[src/inc/pdrt_pkg.sv]
package pdrt_pkg;

  // ------------------------------------------------------------
  // Register map
  // ------------------------------------------------------------
  localparam logic [7:0] OFF_CTRL     = 8'h00;
  localparam logic [7:0] OFF_DETECT   = 8'h04;
  localparam logic [7:0] OFF_STATUS   = 8'h08;
  localparam logic [7:0] OFF_IRQ_STAT = 8'h0C;
  localparam logic [7:0] OFF_IRQ_MASK = 8'h10;

  // CTRL field positions
  localparam int unsigned CTRL_ENABLE_BIT = 0;
  localparam int unsigned CTRL_TQSEL_BIT  = 1;
  localparam int unsigned CTRL_REVC0_BIT  = 2;
  localparam logic [2:0]  CTRL_RESET      = 3'h5;

  // Detection time in whole milliseconds
  localparam int unsigned  DET_W        = 10;
  localparam logic [9:0]   DET_RESET_MS = 10'h0C8;
  localparam logic [9:0]   DET_MIN_MS   = 10'h01E;
  localparam logic [9:0]   DET_MAX_C0   = 10'h0C8;
  localparam logic [9:0]   DET_MAX_C1   = 10'h1F4;

  // Interrupt bit positions
  localparam int unsigned IRQ_W         = 4;
  localparam int unsigned IRQ_CP_ALARM  = 0;
  localparam int unsigned IRQ_BUS_ALARM = 1;
  localparam int unsigned IRQ_RIDE_ON   = 2;
  localparam int unsigned IRQ_RIDE_OK   = 3;
  localparam logic [3:0]  IRQ_MASK_RST  = 4'h0;

  // ------------------------------------------------------------
  // Timing
  // ------------------------------------------------------------
  localparam int unsigned CLK_PERIOD_NS = 40;
  localparam int unsigned MS_PERIOD_NS  = 1000000;
  localparam int unsigned MS_CYCLES     = MS_PERIOD_NS / CLK_PERIOD_NS;
  localparam int unsigned PRESC_W       = 15;

  // ------------------------------------------------------------
  // Types
  // ------------------------------------------------------------
  typedef enum logic [1:0] {
    PDRT_NORMAL = 2'b00,
    PDRT_RIDE   = 2'b01,
    PDRT_ALARM  = 2'b10
  } pdrt_state_t;

  typedef struct packed {
    logic ctrl_power_lost;
    logic bus_below_normal;
    logic bus_below_alt;
  } pdrt_mon_t;

  typedef struct packed {
    logic  servo_running;
    logic  accelerating;
  } pdrt_drive_t;

endpackage

[src/design/pdrt_top.sv]
// The plain strobed port and the address map were chosen for this implementation.
`timescale 1ns/1ps
// Function
// (RULE_01) During ride-through the undervoltage alarm is held off and its level moves to the alternate one at once.
// (RULE_02) The control-power alarm delay is taken from a programmable detection time.
// (RULE_03) The bus undervoltage threshold switches by itself while ride-through is in effect.
// (RULE_04) The brake interlock output stays on for the whole ride-through interval.
// (RULE_05) With torque limit selected, torque is limited while accelerating during a power failure in operation.
// (RULE_06) A bus collapse raises the main-circuit alarm whatever the detection time.
// (RULE_07) The detection time is held to 30-200 ms on the newer revision and 30-500 ms on the older.
// (RULE_08) The detection time resets to 200 ms.
// (RULE_09) A control-power loss longer than the detection time raises the control-power alarm.
// (RULE_10) The ride-through output turns on once a control-power failure is detected.
// (RULE_11) The brake interlock output drops at the moment the undervoltage alarm is raised.
// (RULE_12) A bus drop below the level during a short loss still raises the alarm.
// (RULE_13) A short loss with the bus above the level continues without alarm.
// (RULE_14) Software must not map the dynamic brake interlock to any output assignment.
// (RULE_15) Software enables ride-through by setting the enable bit and programming the time.
// (RULE_16) The timer counts whole milliseconds from loss and clears without alarm on return.
// (RULE_17) Ride-through ends when power returns cleanly; an alarm stays latched until reset.
module pdrt_top #(
  parameter int unsigned MS_CYCLES = pdrt_pkg::MS_CYCLES
) (
  input  wire logic               core_clk_i,
  input  wire logic               reset_i,
  input  wire pdrt_pkg::pdrt_mon_t   mon_i,
  input  wire pdrt_pkg::pdrt_drive_t drive_i,
  input  wire logic [7:0]         addr_i,
  input  wire logic [31:0]        wdata_i,
  input  wire logic               wr_i,
  input  wire logic               rd_i,
  output logic [31:0]             rdata_o,
  output logic                    irq_o,
  output logic                    ride_through_active_out_o,
  output logic                    malfunction_out_o,
  output logic                    warning_out_o,
  output logic                    brake_interlock_out_o,
  output logic                    uv_level_alt_o,
  output logic                    torque_limit_o
);

  // ------------------------------------------------------------
  // Monitor synchronisers
  // ------------------------------------------------------------
  pdrt_pkg::pdrt_mon_t mon_meta_q;
  pdrt_pkg::pdrt_mon_t mon_q;

  always_ff @(posedge core_clk_i) begin
    if (reset_i) begin
      mon_meta_q <= '0;
      mon_q      <= '0;
    end else begin
      mon_meta_q <= mon_i;
      mon_q      <= mon_meta_q;
    end
  end

  // ------------------------------------------------------------
  // Configuration registers
  // ------------------------------------------------------------
  logic [2:0]               ctrl_q;
  logic [pdrt_pkg::DET_W-1:0] det_q;
  logic [pdrt_pkg::DET_W-1:0] det_max;
  logic [pdrt_pkg::DET_W-1:0] det_wr;
  logic [pdrt_pkg::IRQ_W-1:0] mask_q;
  logic                     ena;
  logic                     tq_sel;

  assign ena     = ctrl_q[pdrt_pkg::CTRL_ENABLE_BIT];
  assign tq_sel  = ctrl_q[pdrt_pkg::CTRL_TQSEL_BIT];
  assign det_max = ctrl_q[pdrt_pkg::CTRL_REVC0_BIT] ? pdrt_pkg::DET_MAX_C0
                                                    : pdrt_pkg::DET_MAX_C1;

  // Out-of-range writes saturate rather than being dropped
  always_comb begin
    det_wr = wdata_i[pdrt_pkg::DET_W-1:0];
    if (wdata_i[31:pdrt_pkg::DET_W] != '0 || det_wr > det_max) begin
      det_wr = det_max; // RULE_07
    end else if (det_wr < pdrt_pkg::DET_MIN_MS) begin
      det_wr = pdrt_pkg::DET_MIN_MS; // RULE_07
    end
  end

  always_ff @(posedge core_clk_i) begin
    if (reset_i) begin
      ctrl_q <= pdrt_pkg::CTRL_RESET;
    end else if (wr_i && addr_i == pdrt_pkg::OFF_CTRL) begin
      ctrl_q <= wdata_i[2:0];
    end
  end

  // Narrowing the range re-clamps the stored time
  always_ff @(posedge core_clk_i) begin
    if (reset_i) begin
      det_q <= pdrt_pkg::DET_RESET_MS; // RULE_08
    end else if (wr_i && addr_i == pdrt_pkg::OFF_DETECT) begin
      det_q <= det_wr; // RULE_02
    end else if (det_q > det_max) begin
      det_q <= det_max; // RULE_07
    end
  end

  always_ff @(posedge core_clk_i) begin
    if (reset_i) begin
      mask_q <= pdrt_pkg::IRQ_MASK_RST;
    end else if (wr_i && addr_i == pdrt_pkg::OFF_IRQ_MASK) begin
      mask_q <= wdata_i[pdrt_pkg::IRQ_W-1:0];
    end
  end

  // ------------------------------------------------------------
  // Millisecond timer
  // ------------------------------------------------------------
  pdrt_pkg::pdrt_state_t      state_q;
  pdrt_pkg::pdrt_state_t      state_d;
  logic [pdrt_pkg::PRESC_W-1:0] presc_q;
  logic [pdrt_pkg::DET_W-1:0]   ms_q;
  logic                       ms_tick;
  logic                       enter_ride;

  assign ms_tick = (presc_q == pdrt_pkg::PRESC_W'(MS_CYCLES - 1));

  // Prescaler restarts on entry so the first ms is a whole one
  always_ff @(posedge core_clk_i) begin
    if (reset_i) begin
      presc_q <= '0;
      ms_q    <= '0;
    end else if (state_q != pdrt_pkg::PDRT_RIDE) begin
      presc_q <= '0; // RULE_16
      ms_q    <= '0; // RULE_16
    end else if (ms_tick) begin
      presc_q <= '0;
      ms_q    <= ms_q + 1'b1; // RULE_16
    end else begin
      presc_q <= presc_q + 1'b1;
    end
  end

  // ------------------------------------------------------------
  // Ride-through state machine
  // ------------------------------------------------------------
  logic cp_alarm_q;
  logic bus_alarm_q;
  logic cp_fire;
  logic bus_fire;
  logic ride_ok;

  assign enter_ride = (state_q == pdrt_pkg::PDRT_NORMAL) && mon_q.ctrl_power_lost &&
                      ena && drive_i.servo_running;

  always_comb begin
    state_d  = state_q;
    cp_fire  = 1'b0;
    bus_fire = 1'b0;
    ride_ok  = 1'b0;
    unique case (state_q)
      pdrt_pkg::PDRT_NORMAL: begin
        if (mon_q.bus_below_normal) begin
          bus_fire = 1'b1; // RULE_06
          state_d  = pdrt_pkg::PDRT_ALARM;
        end else if (enter_ride) begin
          state_d = pdrt_pkg::PDRT_RIDE; // RULE_10
        end else if (mon_q.ctrl_power_lost) begin
          cp_fire = 1'b1;
          state_d = pdrt_pkg::PDRT_ALARM;
        end
      end
      pdrt_pkg::PDRT_RIDE: begin
        if (mon_q.bus_below_alt) begin
          bus_fire = 1'b1; // RULE_12
          state_d  = pdrt_pkg::PDRT_ALARM;
        end else if (ms_q >= det_q) begin
          cp_fire = 1'b1; // RULE_09
          state_d = pdrt_pkg::PDRT_ALARM;
        end else if (!mon_q.ctrl_power_lost) begin
          ride_ok = 1'b1; // RULE_13
          state_d = pdrt_pkg::PDRT_NORMAL; // RULE_17
        end
      end
      pdrt_pkg::PDRT_ALARM: begin
        state_d = pdrt_pkg::PDRT_ALARM; // RULE_17
      end
      default: begin
        state_d = pdrt_pkg::PDRT_ALARM;
      end
    endcase
  end

  always_ff @(posedge core_clk_i) begin
    if (reset_i) begin
      state_q <= pdrt_pkg::PDRT_NORMAL;
    end else begin
      state_q <= state_d;
    end
  end

  always_ff @(posedge core_clk_i) begin
    if (reset_i) begin
      cp_alarm_q  <= 1'b0;
      bus_alarm_q <= 1'b0;
    end else begin
      cp_alarm_q  <= cp_alarm_q | cp_fire;   // RULE_17
      bus_alarm_q <= bus_alarm_q | bus_fire; // RULE_17
    end
  end

  // ------------------------------------------------------------
  // Drive outputs
  // ------------------------------------------------------------
  // Outputs follow the next state so alarm and brake change together
  always_ff @(posedge core_clk_i) begin
    if (reset_i) begin
      ride_through_active_out_o <= 1'b0;
      malfunction_out_o         <= 1'b0;
      warning_out_o             <= 1'b0;
      brake_interlock_out_o     <= 1'b0;
      uv_level_alt_o            <= 1'b0;
    end else begin
      ride_through_active_out_o <= (state_d == pdrt_pkg::PDRT_RIDE); // RULE_10
      warning_out_o             <= (state_d == pdrt_pkg::PDRT_RIDE);
      uv_level_alt_o            <= (state_d == pdrt_pkg::PDRT_RIDE); // RULE_01 RULE_03
      malfunction_out_o         <= (state_d == pdrt_pkg::PDRT_ALARM);
      brake_interlock_out_o     <= (state_d != pdrt_pkg::PDRT_ALARM); // RULE_04 RULE_11
    end
  end

  // Limit only while the drive reports acceleration
  always_ff @(posedge core_clk_i) begin
    if (reset_i) begin
      torque_limit_o <= 1'b0;
    end else begin
      torque_limit_o <= (state_d == pdrt_pkg::PDRT_RIDE) && tq_sel &&
                        drive_i.servo_running && drive_i.accelerating; // RULE_05
    end
  end

  // ------------------------------------------------------------
  // Interrupts and read port
  // ------------------------------------------------------------
  logic [pdrt_pkg::IRQ_W-1:0] stat_q;
  logic [pdrt_pkg::IRQ_W-1:0] stat_ev;
  logic [pdrt_pkg::IRQ_W-1:0] stat_d;
  logic                     stat_rd;

  assign stat_rd = rd_i && addr_i == pdrt_pkg::OFF_IRQ_STAT;

  always_comb begin
    stat_ev = '0;
    stat_ev[pdrt_pkg::IRQ_CP_ALARM]  = cp_fire;
    stat_ev[pdrt_pkg::IRQ_BUS_ALARM] = bus_fire;
    stat_ev[pdrt_pkg::IRQ_RIDE_ON]   = enter_ride;
    stat_ev[pdrt_pkg::IRQ_RIDE_OK]   = ride_ok;
    // Event in the clearing cycle survives the read
    stat_d = (stat_rd ? '0 : stat_q) | stat_ev;
  end

  always_ff @(posedge core_clk_i) begin
    if (reset_i) begin
      stat_q <= '0;
      irq_o  <= 1'b0;
    end else begin
      stat_q <= stat_d;
      irq_o  <= |(stat_d & mask_q);
    end
  end

  always_ff @(posedge core_clk_i) begin
    if (reset_i) begin
      rdata_o <= '0;
    end else if (rd_i) begin
      unique case (addr_i)
        pdrt_pkg::OFF_CTRL:     rdata_o <= {29'h0, ctrl_q};
        pdrt_pkg::OFF_DETECT:   rdata_o <= {22'h0, det_q};
        pdrt_pkg::OFF_STATUS:   rdata_o <= {14'h0, ms_q, 4'h0, cp_alarm_q,
                                            bus_alarm_q, state_q};
        pdrt_pkg::OFF_IRQ_STAT: rdata_o <= {28'h0, stat_q};
        pdrt_pkg::OFF_IRQ_MASK: rdata_o <= {28'h0, mask_q};
        default:                rdata_o <= 32'h0;
      endcase
    end else begin
      rdata_o <= 32'h0;
    end
  end

  // ------------------------------------------------------------
  // Assertions
  // ------------------------------------------------------------
  a_brake_in_ride: assert property ( // RULE_04
    @(posedge core_clk_i) disable iff (reset_i)
    ride_through_active_out_o |-> brake_interlock_out_o)
    else $error("brake interlock dropped during ride-through");

  a_brake_on_alarm: assert property ( // RULE_11
    @(posedge core_clk_i) disable iff (reset_i)
    $rose(malfunction_out_o) |-> $fell(brake_interlock_out_o))
    else $error("brake interlock not dropped with alarm");

  a_level_follows_ride: assert property ( // RULE_03
    @(posedge core_clk_i) disable iff (reset_i)
    uv_level_alt_o == (state_q == pdrt_pkg::PDRT_RIDE))
    else $error("undervoltage level not switched with ride-through");

  a_ride_no_alarm: assert property ( // RULE_01
    @(posedge core_clk_i) disable iff (reset_i)
    ride_through_active_out_o |-> !malfunction_out_o)
    else $error("alarm shown during ride-through");

  a_ride_starts: assert property ( // RULE_10
    @(posedge core_clk_i) disable iff (reset_i)
    (enter_ride && !mon_q.bus_below_normal) |=> ride_through_active_out_o)
    else $error("ride-through output missing after loss");

  a_cp_alarm_time: assert property ( // RULE_09
    @(posedge core_clk_i) disable iff (reset_i)
    (state_q == pdrt_pkg::PDRT_RIDE && !mon_q.bus_below_alt && ms_q >= det_q)
    |=> cp_alarm_q && malfunction_out_o)
    else $error("control-power alarm late");

  a_cp_alarm_early: assert property ( // RULE_16
    @(posedge core_clk_i) disable iff (reset_i)
    ($rose(cp_alarm_q) && $past(state_q) == pdrt_pkg::PDRT_RIDE)
    |-> $past(ms_q) >= $past(det_q))
    else $error("control-power alarm before detection time");

  a_bus_alarm_ride: assert property ( // RULE_12
    @(posedge core_clk_i) disable iff (reset_i)
    (state_q == pdrt_pkg::PDRT_RIDE && mon_q.bus_below_alt)
    |=> bus_alarm_q && !brake_interlock_out_o)
    else $error("bus drop during ride-through not alarmed");

  a_bus_alarm_norm: assert property ( // RULE_06
    @(posedge core_clk_i) disable iff (reset_i)
    (state_q == pdrt_pkg::PDRT_NORMAL && mon_q.bus_below_normal) |=> bus_alarm_q)
    else $error("bus collapse not alarmed");

  a_clean_return: assert property ( // RULE_13
    @(posedge core_clk_i) disable iff (reset_i)
    (state_q == pdrt_pkg::PDRT_RIDE && !mon_q.ctrl_power_lost &&
     !mon_q.bus_below_alt && ms_q < det_q)
    |=> !ride_through_active_out_o && !malfunction_out_o ##1 ms_q == '0)
    else $error("clean power return mishandled");

  a_alarm_latched: assert property ( // RULE_17
    @(posedge core_clk_i) disable iff (reset_i)
    malfunction_out_o |=> malfunction_out_o [*3])
    else $error("alarm released without reset");

  a_det_range: assert property ( // RULE_07
    @(posedge core_clk_i) disable iff (reset_i)
    $past(wr_i) && $past(addr_i) == pdrt_pkg::OFF_DETECT
    |-> det_q >= pdrt_pkg::DET_MIN_MS && det_q <= pdrt_pkg::DET_MAX_C1)
    else $error("detection time out of range");

  a_torque_gate: assert property ( // RULE_05
    @(posedge core_clk_i) disable iff (reset_i)
    torque_limit_o |-> ride_through_active_out_o && $past(tq_sel))
    else $error("torque limited outside ride-through");

endmodule

[config.mk]
export PLATFORM = sky130hd
export DESIGN_NAME = pdrt_top
export DESIGN_NICKNAME = d
export VERILOG_FILES = /design/src/inc/pdrt_pkg.sv /design/src/design/pdrt_top.sv
export SDC_FILE = /design/constraint.sdc
export NUM_CORES = 1
export LEC_CHECK = 0
export BUFFER_PORTS_ARGS = -buffer_cell sky130_fd_sc_hd__buf_2
export CAP_MARGIN = 10
export CORE_MARGIN = 10
export CORE_UTILIZATION = 30
export CTS_CLUSTER_SIZE = 8
export DETAILED_ROUTE_END_ITERATION = 10
export PLACE_DENSITY_LB_ADDON = 0.08
export SETUP_SLACK_MARGIN = 0.5
export SYNTH_ARGS = -nofsm -noshare
export SYNTH_HDL_FRONTEND = slang
export SYNTH_SLANG_ARGS = --single-unit
export TNS_END_PERCENT = 100
[constraint.sdc]
create_clock -name core_clk_i -period 4.1 [get_ports core_clk_i]
set_input_delay 0.41 -clock core_clk_i [delete_from_list [all_inputs] [get_ports core_clk_i]]
set_output_delay 0.41 -clock core_clk_i [all_outputs]
set_load 0.02 [all_outputs]
Word level (Yosys, flattened, before mapping)
Index checks and enable logic that the tools add are counted.

Word-level logic and storage cells: 88. Output and inout bits: 39. Register bits: 93. Input bits: 49.

Order comparisons: 4. Reductions and logical operators: 19. Multiplexer cells: 27. Equal/unequal tests: 10. Bitwise gates (word level): 5. Add/sub/neg operators: 2.

Operator list (count): case mux 18 bit (5 select lines) (1); 2-to-1 mux 10 bit (4); nonzero test 22 bit (1); > comparator 10 x 9 -> 1 bit (2); equality test 8 x 4 -> 1 bit (second input constant) (2); adder 15 x 1 -> 15 bit (second input constant) (1); equality test 15 bit (second input constant) (1); 2-to-1 mux 2 bit (6); 2-to-1 mux 1 bit (11); adder 10 x 1 -> 10 bit (second input constant) (1); greater-or-equal comparator 10 bit (1); logical AND 1 bit (10); less-than comparator 10 x 5 -> 1 bit (second input constant) (1); 2-to-1 mux 9 bit (1); equality test 8 x 3 -> 1 bit (second input constant) (1); equality test 8 x 5 -> 1 bit (second input constant) (1); zero test 8 bit (1); bitwise AND 4 bit (1); equality test 2 x 1 -> 1 bit (second input constant) (2); 2-to-1 mux 4 bit (1); bitwise OR 4 bit (1); case mux 1 bit (2 select lines) (2); case mux 2 bit (2 select lines) (1); OR reduction 2 bit (2); 10 further kinds (11).

Logic depth before layout (Yosys ltp)
Depth after elaboration: 11. Depth in mapped cells: 8. Gate-level depth less buffers: 8.

Worst setup path before layout
OpenSTA, ideal clock, no wires.

Kind: reg-to-reg. Start: register det_q[7] in the netlist's numbering. End: register torque_limit_o. Setup time: 0.079 ns. Path slack: 1.871 ns. Stages on the path, launching flop included: 9. Buffers on the path: 0. Arrival time: 2.151 ns. Clock period less this slack: 2.229 ns. Data required time: 4.021 ns. Cell sequence: dfxtp_1 > inv_1 > ha_1 > a211o_1 > a21oi_1 > o31ai_1 > nor4_1 > a22oi_1 > nor3_1.

Cells in the longest elaborated chain, start to end: 8.

RTL lines: start, declared (RTL line pdrt_top.sv:62) `logic [pdrt_pkg::DET_W-1:0] det_q;`; start signal, assigned (RTL line pdrt_top.sv:95) `det_q <= pdrt_pkg::DET_RESET_MS;`; start signal, assigned (RTL line pdrt_top.sv:97) `det_q <= det_wr;`; start signal, assigned (RTL line pdrt_top.sv:99) `det_q <= det_max;`; greater-or-equal comparator 10 bit (RTL line pdrt_top.sv:172) `end else if (ms_q >= det_q) begin`; 2-to-1 mux 2 bit (RTL line pdrt_top.sv:172); 2-to-1 mux 2 bit (RTL line pdrt_top.sv:169) `if (mon_q.bus_below_alt) begin`; case mux 2 bit (2 select lines) (RTL line pdrt_top.sv:156) `unique case (state_q)`; equality test 2 x 1 -> 1 bit (RTL line pdrt_top.sv:232) `torque_limit_o <= (state_d == pdrt_pkg::PDRT_RIDE) && tq_sel &&`; logical AND 1 bit (2 in a row) (RTL line pdrt_top.sv:232); logical AND 1 bit (RTL line pdrt_top.sv:233) `drive_i.servo_running && drive_i.accelerating;`; end signal, assigned (RTL line pdrt_top.sv:232); end, declared (RTL line pdrt_top.sv:39) `output logic torque_limit_o`.

Every way passes these cells. A chain may end at the register's enable or synchronous reset.

Worst setup path in the final report
Ends and elaborated chain as after synthesis.

==> impl_metrics.sql <==
INSERT INTO impl_metrics (metric_group, metric, value, unit) VALUES
('floorplanning', 'fp.dieH', '131.8', 'um'),
('hold_path', 'whs_path_depth', '2', ''),
('clock_network', 'cts_root_buf', 'sky130_fd_sc_hd__clkbuf_16', ''),
('sta', 'timing.setup.tns', '0', 'ns'),
('layout', 'syn_to_final_growth', '19.91', '%'),
('yosys', 'synthXorXnorAreaFrac', '0.04903', ''),
('global_route', 'grt_start_max_net_pins', '34', ''),
('layout', 'drive_above_1_share', '0.2102', ''),
('critical_path', 'cp_max_fo', '6', ''),
('clock_network', 'cts_num_sinks', '79', ''),
('critical_path', 'worstPathRequired', '4.36', 'ns'),
('power', 'seq_power_share', '0.453', ''),
('clock_network', 'clk_transition_reported_paths', '0.06', 'ns'),
('critical_path', 'worstSetupEndpointType', 'register', ''),
('yosys', 'synth_adder_area_share', '0.07338', ''),
('sta', 'finalMaxSlewViolations', '0', ''),
('sta', 'period_minus_slack', '2.721', 'ns'),
('yosys', 'yosysUniqueCellTypes', '59', ''),
('yosys', 'yosysWarningCount', '0', ''),
('clock_network', 'cts_post_setup_buffers_inserted', '0', ''),
('layout', 'finish.cell_count_without_fillers', '658', ''),
('power', 'power.share.switching', '0.2430', ''),
('floorplanning', 'start_util', '0.3097', ''),
('yosys', 'ys_top_cells_by_area', 'sky130_fd_sc_hd__dfxtp_1 42%, sky130_fd_sc_hd__ha_1 7.3%, sky130_fd_sc_hd__nor2_1 5.6%', ''),
('yosys', 'share_of_the_synthesized_area_in_the_top_cell_type', '0.4216', ''),
('placed_design', 'port-buffer-count', '73', ''),
('sta', 'clock.fmax', '367.4', 'MHz'),
('sta', 'fin_skew', '0.007437', 'ns'),
('layout', 'design.final.nets', '556', ''),
('power', 'internal_power', '1344', 'uW'),
('sta', 'min_period_over_period', '0.6638', ''),
('sta', 'worst_slew_pin_slew', '0.9715', 'ns'),
('outcome', 'outcome', 'finished clean', ''),
('yosys', 'ys_async_sr_fraction', '0', ''),
('yosys', 'synth_edf_count', '0', ''),
('placed_design', 'place_inst', '642', ''),
('clock_network', 'cts_buffers', '9', ''),
('routing', 'number_of_design_rule_violations_left_by_the_first_detailed_router_iteration', '212', ''),
('sta', 'slew_headroom', '0.3463', ''),
('yosys', 'seq_area_frac_synth', '0.4216', ''),
('global_route', 'grt_pass1_wl', '16.39', 'mm'),
('global_route', 'grt_use_total', '0.1139', ''),
('floorplanning', 'io_pins', '88', ''),
('global_route', 'initial_antenna_violation_count', '0', ''),
('routing', 'wl_per_cell', '14.66', 'um'),
('power', 'share_comb_of_total_power', '0.103', ''),
('floorplanning', 'rows', '40', ''),
('sta', 'rsz_0062_raised_after_global_routing', 'false', ''),
('job', 'max_cap_violations', '0', ''),
('power', 'clock_power_share', '0.443', ''),
('yosys', 'yosysMostFrequentCell', 'sky130_fd_sc_hd__dfxtp_1', ''),
('critical_path', 'startpoint_type', 'register', ''),
('hold_path', 'timing.hold.worst.class', 'primary input to register', ''),
('clock_network', 'cts-resized-gates', '0', ''),
('yosys', 'dominantRegCellSynth', 'sky130_fd_sc_hd__dfxtp_1', ''),
('yosys', 'post-synth-top-area-cell', 'sky130_fd_sc_hd__dfxtp_1', ''),
('clock_network', 'clock_tree_from_tritoncts', 'yes', ''),
('clock_network', 'cts-htree-levels', '3', ''),
('yosys', 'syn-instance-count', '414', ''),
('power', 'power.ir.vdd_worst', '0.0001705', 'V'),
('routing', 'drt-total-wl', '9.648', 'mm'),
('layout', 'diodes', '0', ''),
('routing', 'detail-route-antenna-nets', '0', ''),
('power', 'total_leakage_power', '0.001852', 'uW'),
('clock_network', 'post_cts_hold_buffer_count', '0', ''),
('yosys', 'synth.cells.most_frequent', '79 x sky130_fd_sc_hd__dfxtp_1, 56 x sky130_fd_sc_hd__nor2_1, 29 x sky130_fd_sc_hd__nand2_1', ''),
('power', 'net-switching-power', '431.5', 'uW'),
('global_route', 'grt_pass1_vias', '3266', ''),
('sta', 'finalHoldViolCount', '0', ''),
('floorplanning', 'die_outline_area', '0.01738', 'mm^2'),
('yosys', 'synth.cell_area', '0.003751', 'mm^2');
sequential cells by signal (all words and copies together) (netlist names):
register / flops
rdata_o: 18
presc_q: 15
det_q: 10
ms_q: 10
mask_q: 4
stat_q: 4
ctrl_q: 3
mon_meta_q: 3
mon_q: 3
state_q: 2
brake_interlock_out_o: 1
bus_alarm_q: 1
cp_alarm_q: 1
irq_o: 1
malfunction_out_o: 1
torque_limit_o: 1
uv_level_alt_o: 1
area by class of cell:
class                   count  area (um^2)
repair buffers             73        365.4
fillers                  1280         7614
flip-flops and latches     79         1582
inverters                  20        75.07
clock inverters             4        45.04
well taps                 168        210.2
clock buffers              12        246.5
multi-input cells         302         1974
logic make-up after synthesis:
logic type,after synthesis
AO/OA/AOI/OAI,60
XOR/XNOR,21
adder cells (fa/ha/maj),22
buffers and inverters,47
flip-flops,79
multiplexers,8
other,1
AND/OR/NAND/NOR,176
layout by cell type (no fill, tap or decap), types with 6 or more instances in the layout:
cell | Yosys | routed
sky130_fd_sc_hd__dfxtp_1 | 79 | 79
sky130_fd_sc_hd__a21oi_1 | 16 | 16
sky130_fd_sc_hd__nor2_1 | 56 | 56
sky130_fd_sc_hd__inv_1 | 20 | 20
sky130_fd_sc_hd__nor4_1 | 8 | 8
sky130_fd_sc_hd__nand4_1 | 14 | 14
sky130_fd_sc_hd__and2_1 | 12 | 12
sky130_fd_sc_hd__a22oi_1 | 8 | 8
sky130_fd_sc_hd__nand2_1 | 29 | 29
sky130_fd_sc_hd__buf_2 | 3 | 73
sky130_fd_sc_hd__xor2_1 | 17 | 17
sky130_fd_sc_hd__nor2b_1 | 6 | 6
sky130_fd_sc_hd__nand3_1 | 17 | 17
sky130_fd_sc_hd__nor3_1 | 6 | 6
sky130_fd_sc_hd__ha_1 | 22 | 22
sky130_fd_sc_hd__clkbuf_16 | 0 | 9
sky130_fd_sc_hd__o21ai_0 | 9 | 9
sky130_fd_sc_hd__conb_1 | 1 | 15
final timing paths:
path | start | endpoint | slack, ns
worst max-delay path | det_q[7]$_SDFFE_PP1P_ | torque_limit_o$_SDFF_PP0_ | 1.38
worst min-delay path | mon_i[2] | mon_meta_q[2]$_SDFF_PP0_ | 0.28
worst max register to register | det_q[7]$_SDFFE_PP1P_ | torque_limit_o$_SDFF_PP0_ | 1.38
worst min register to register | mon_meta_q[0]$_SDFF_PP0_ | mon_q[0]$_SDFF_PP0_ | 0.44
critical path: stages (launching register included):
cell,delay (ns)
sky130_fd_sc_hd__dfxtp_1,0.37
sky130_fd_sc_hd__inv_1,0.08
sky130_fd_sc_hd__ha_1,0.31
sky130_fd_sc_hd__a211o_1,0.29
sky130_fd_sc_hd__a21oi_1,0.15
sky130_fd_sc_hd__o31ai_1,0.12
sky130_fd_sc_hd__nor4_1,0.84
sky130_fd_sc_hd__a22oi_1,0.27
sky130_fd_sc_hd__nor3_1,0.22
routing by layer:
metal	vias up	GRT usage	share of wire
li1	1583	-	-
met1	1456	0.1452	0.48
met2	72	0.1793	0.46
met3	10	0.03011	0.041
met4	0	0.04388	0.012
met5	-	0	0
through the flow:
step / util / cell area (um^2) / total power (uW) / setup slack, ns / hold WS (ns)
final: 0.3714 / 4498 / 1776 / 1.379 / 0.2799
after global routing: 0.3714 / 4498 / 1868 / 1.046 / 0.2980
after detailed placement: 0.3473 / 4207 / 1004 / 1.381 / 0.4274
after global placement: 0.3473 / 4207 / 1003 / 1.451 / 0.4203
after CTS: 0.3714 / 4498 / 1804 / 1.354 / 0.2696
after floorplan: - / 3804 / 948.9 / 1.871 / 0.4138
power groups by stage:
stage	registers, uW	logic [uW]	clock network (uW)
after floorplan	816	133	0
after global routing	808	213	848
after global placement	822	181	0
after CTS	804	184	816
after detailed placement	821	183	0
final	805	184	787
Power figures use the tool's default switching activity.
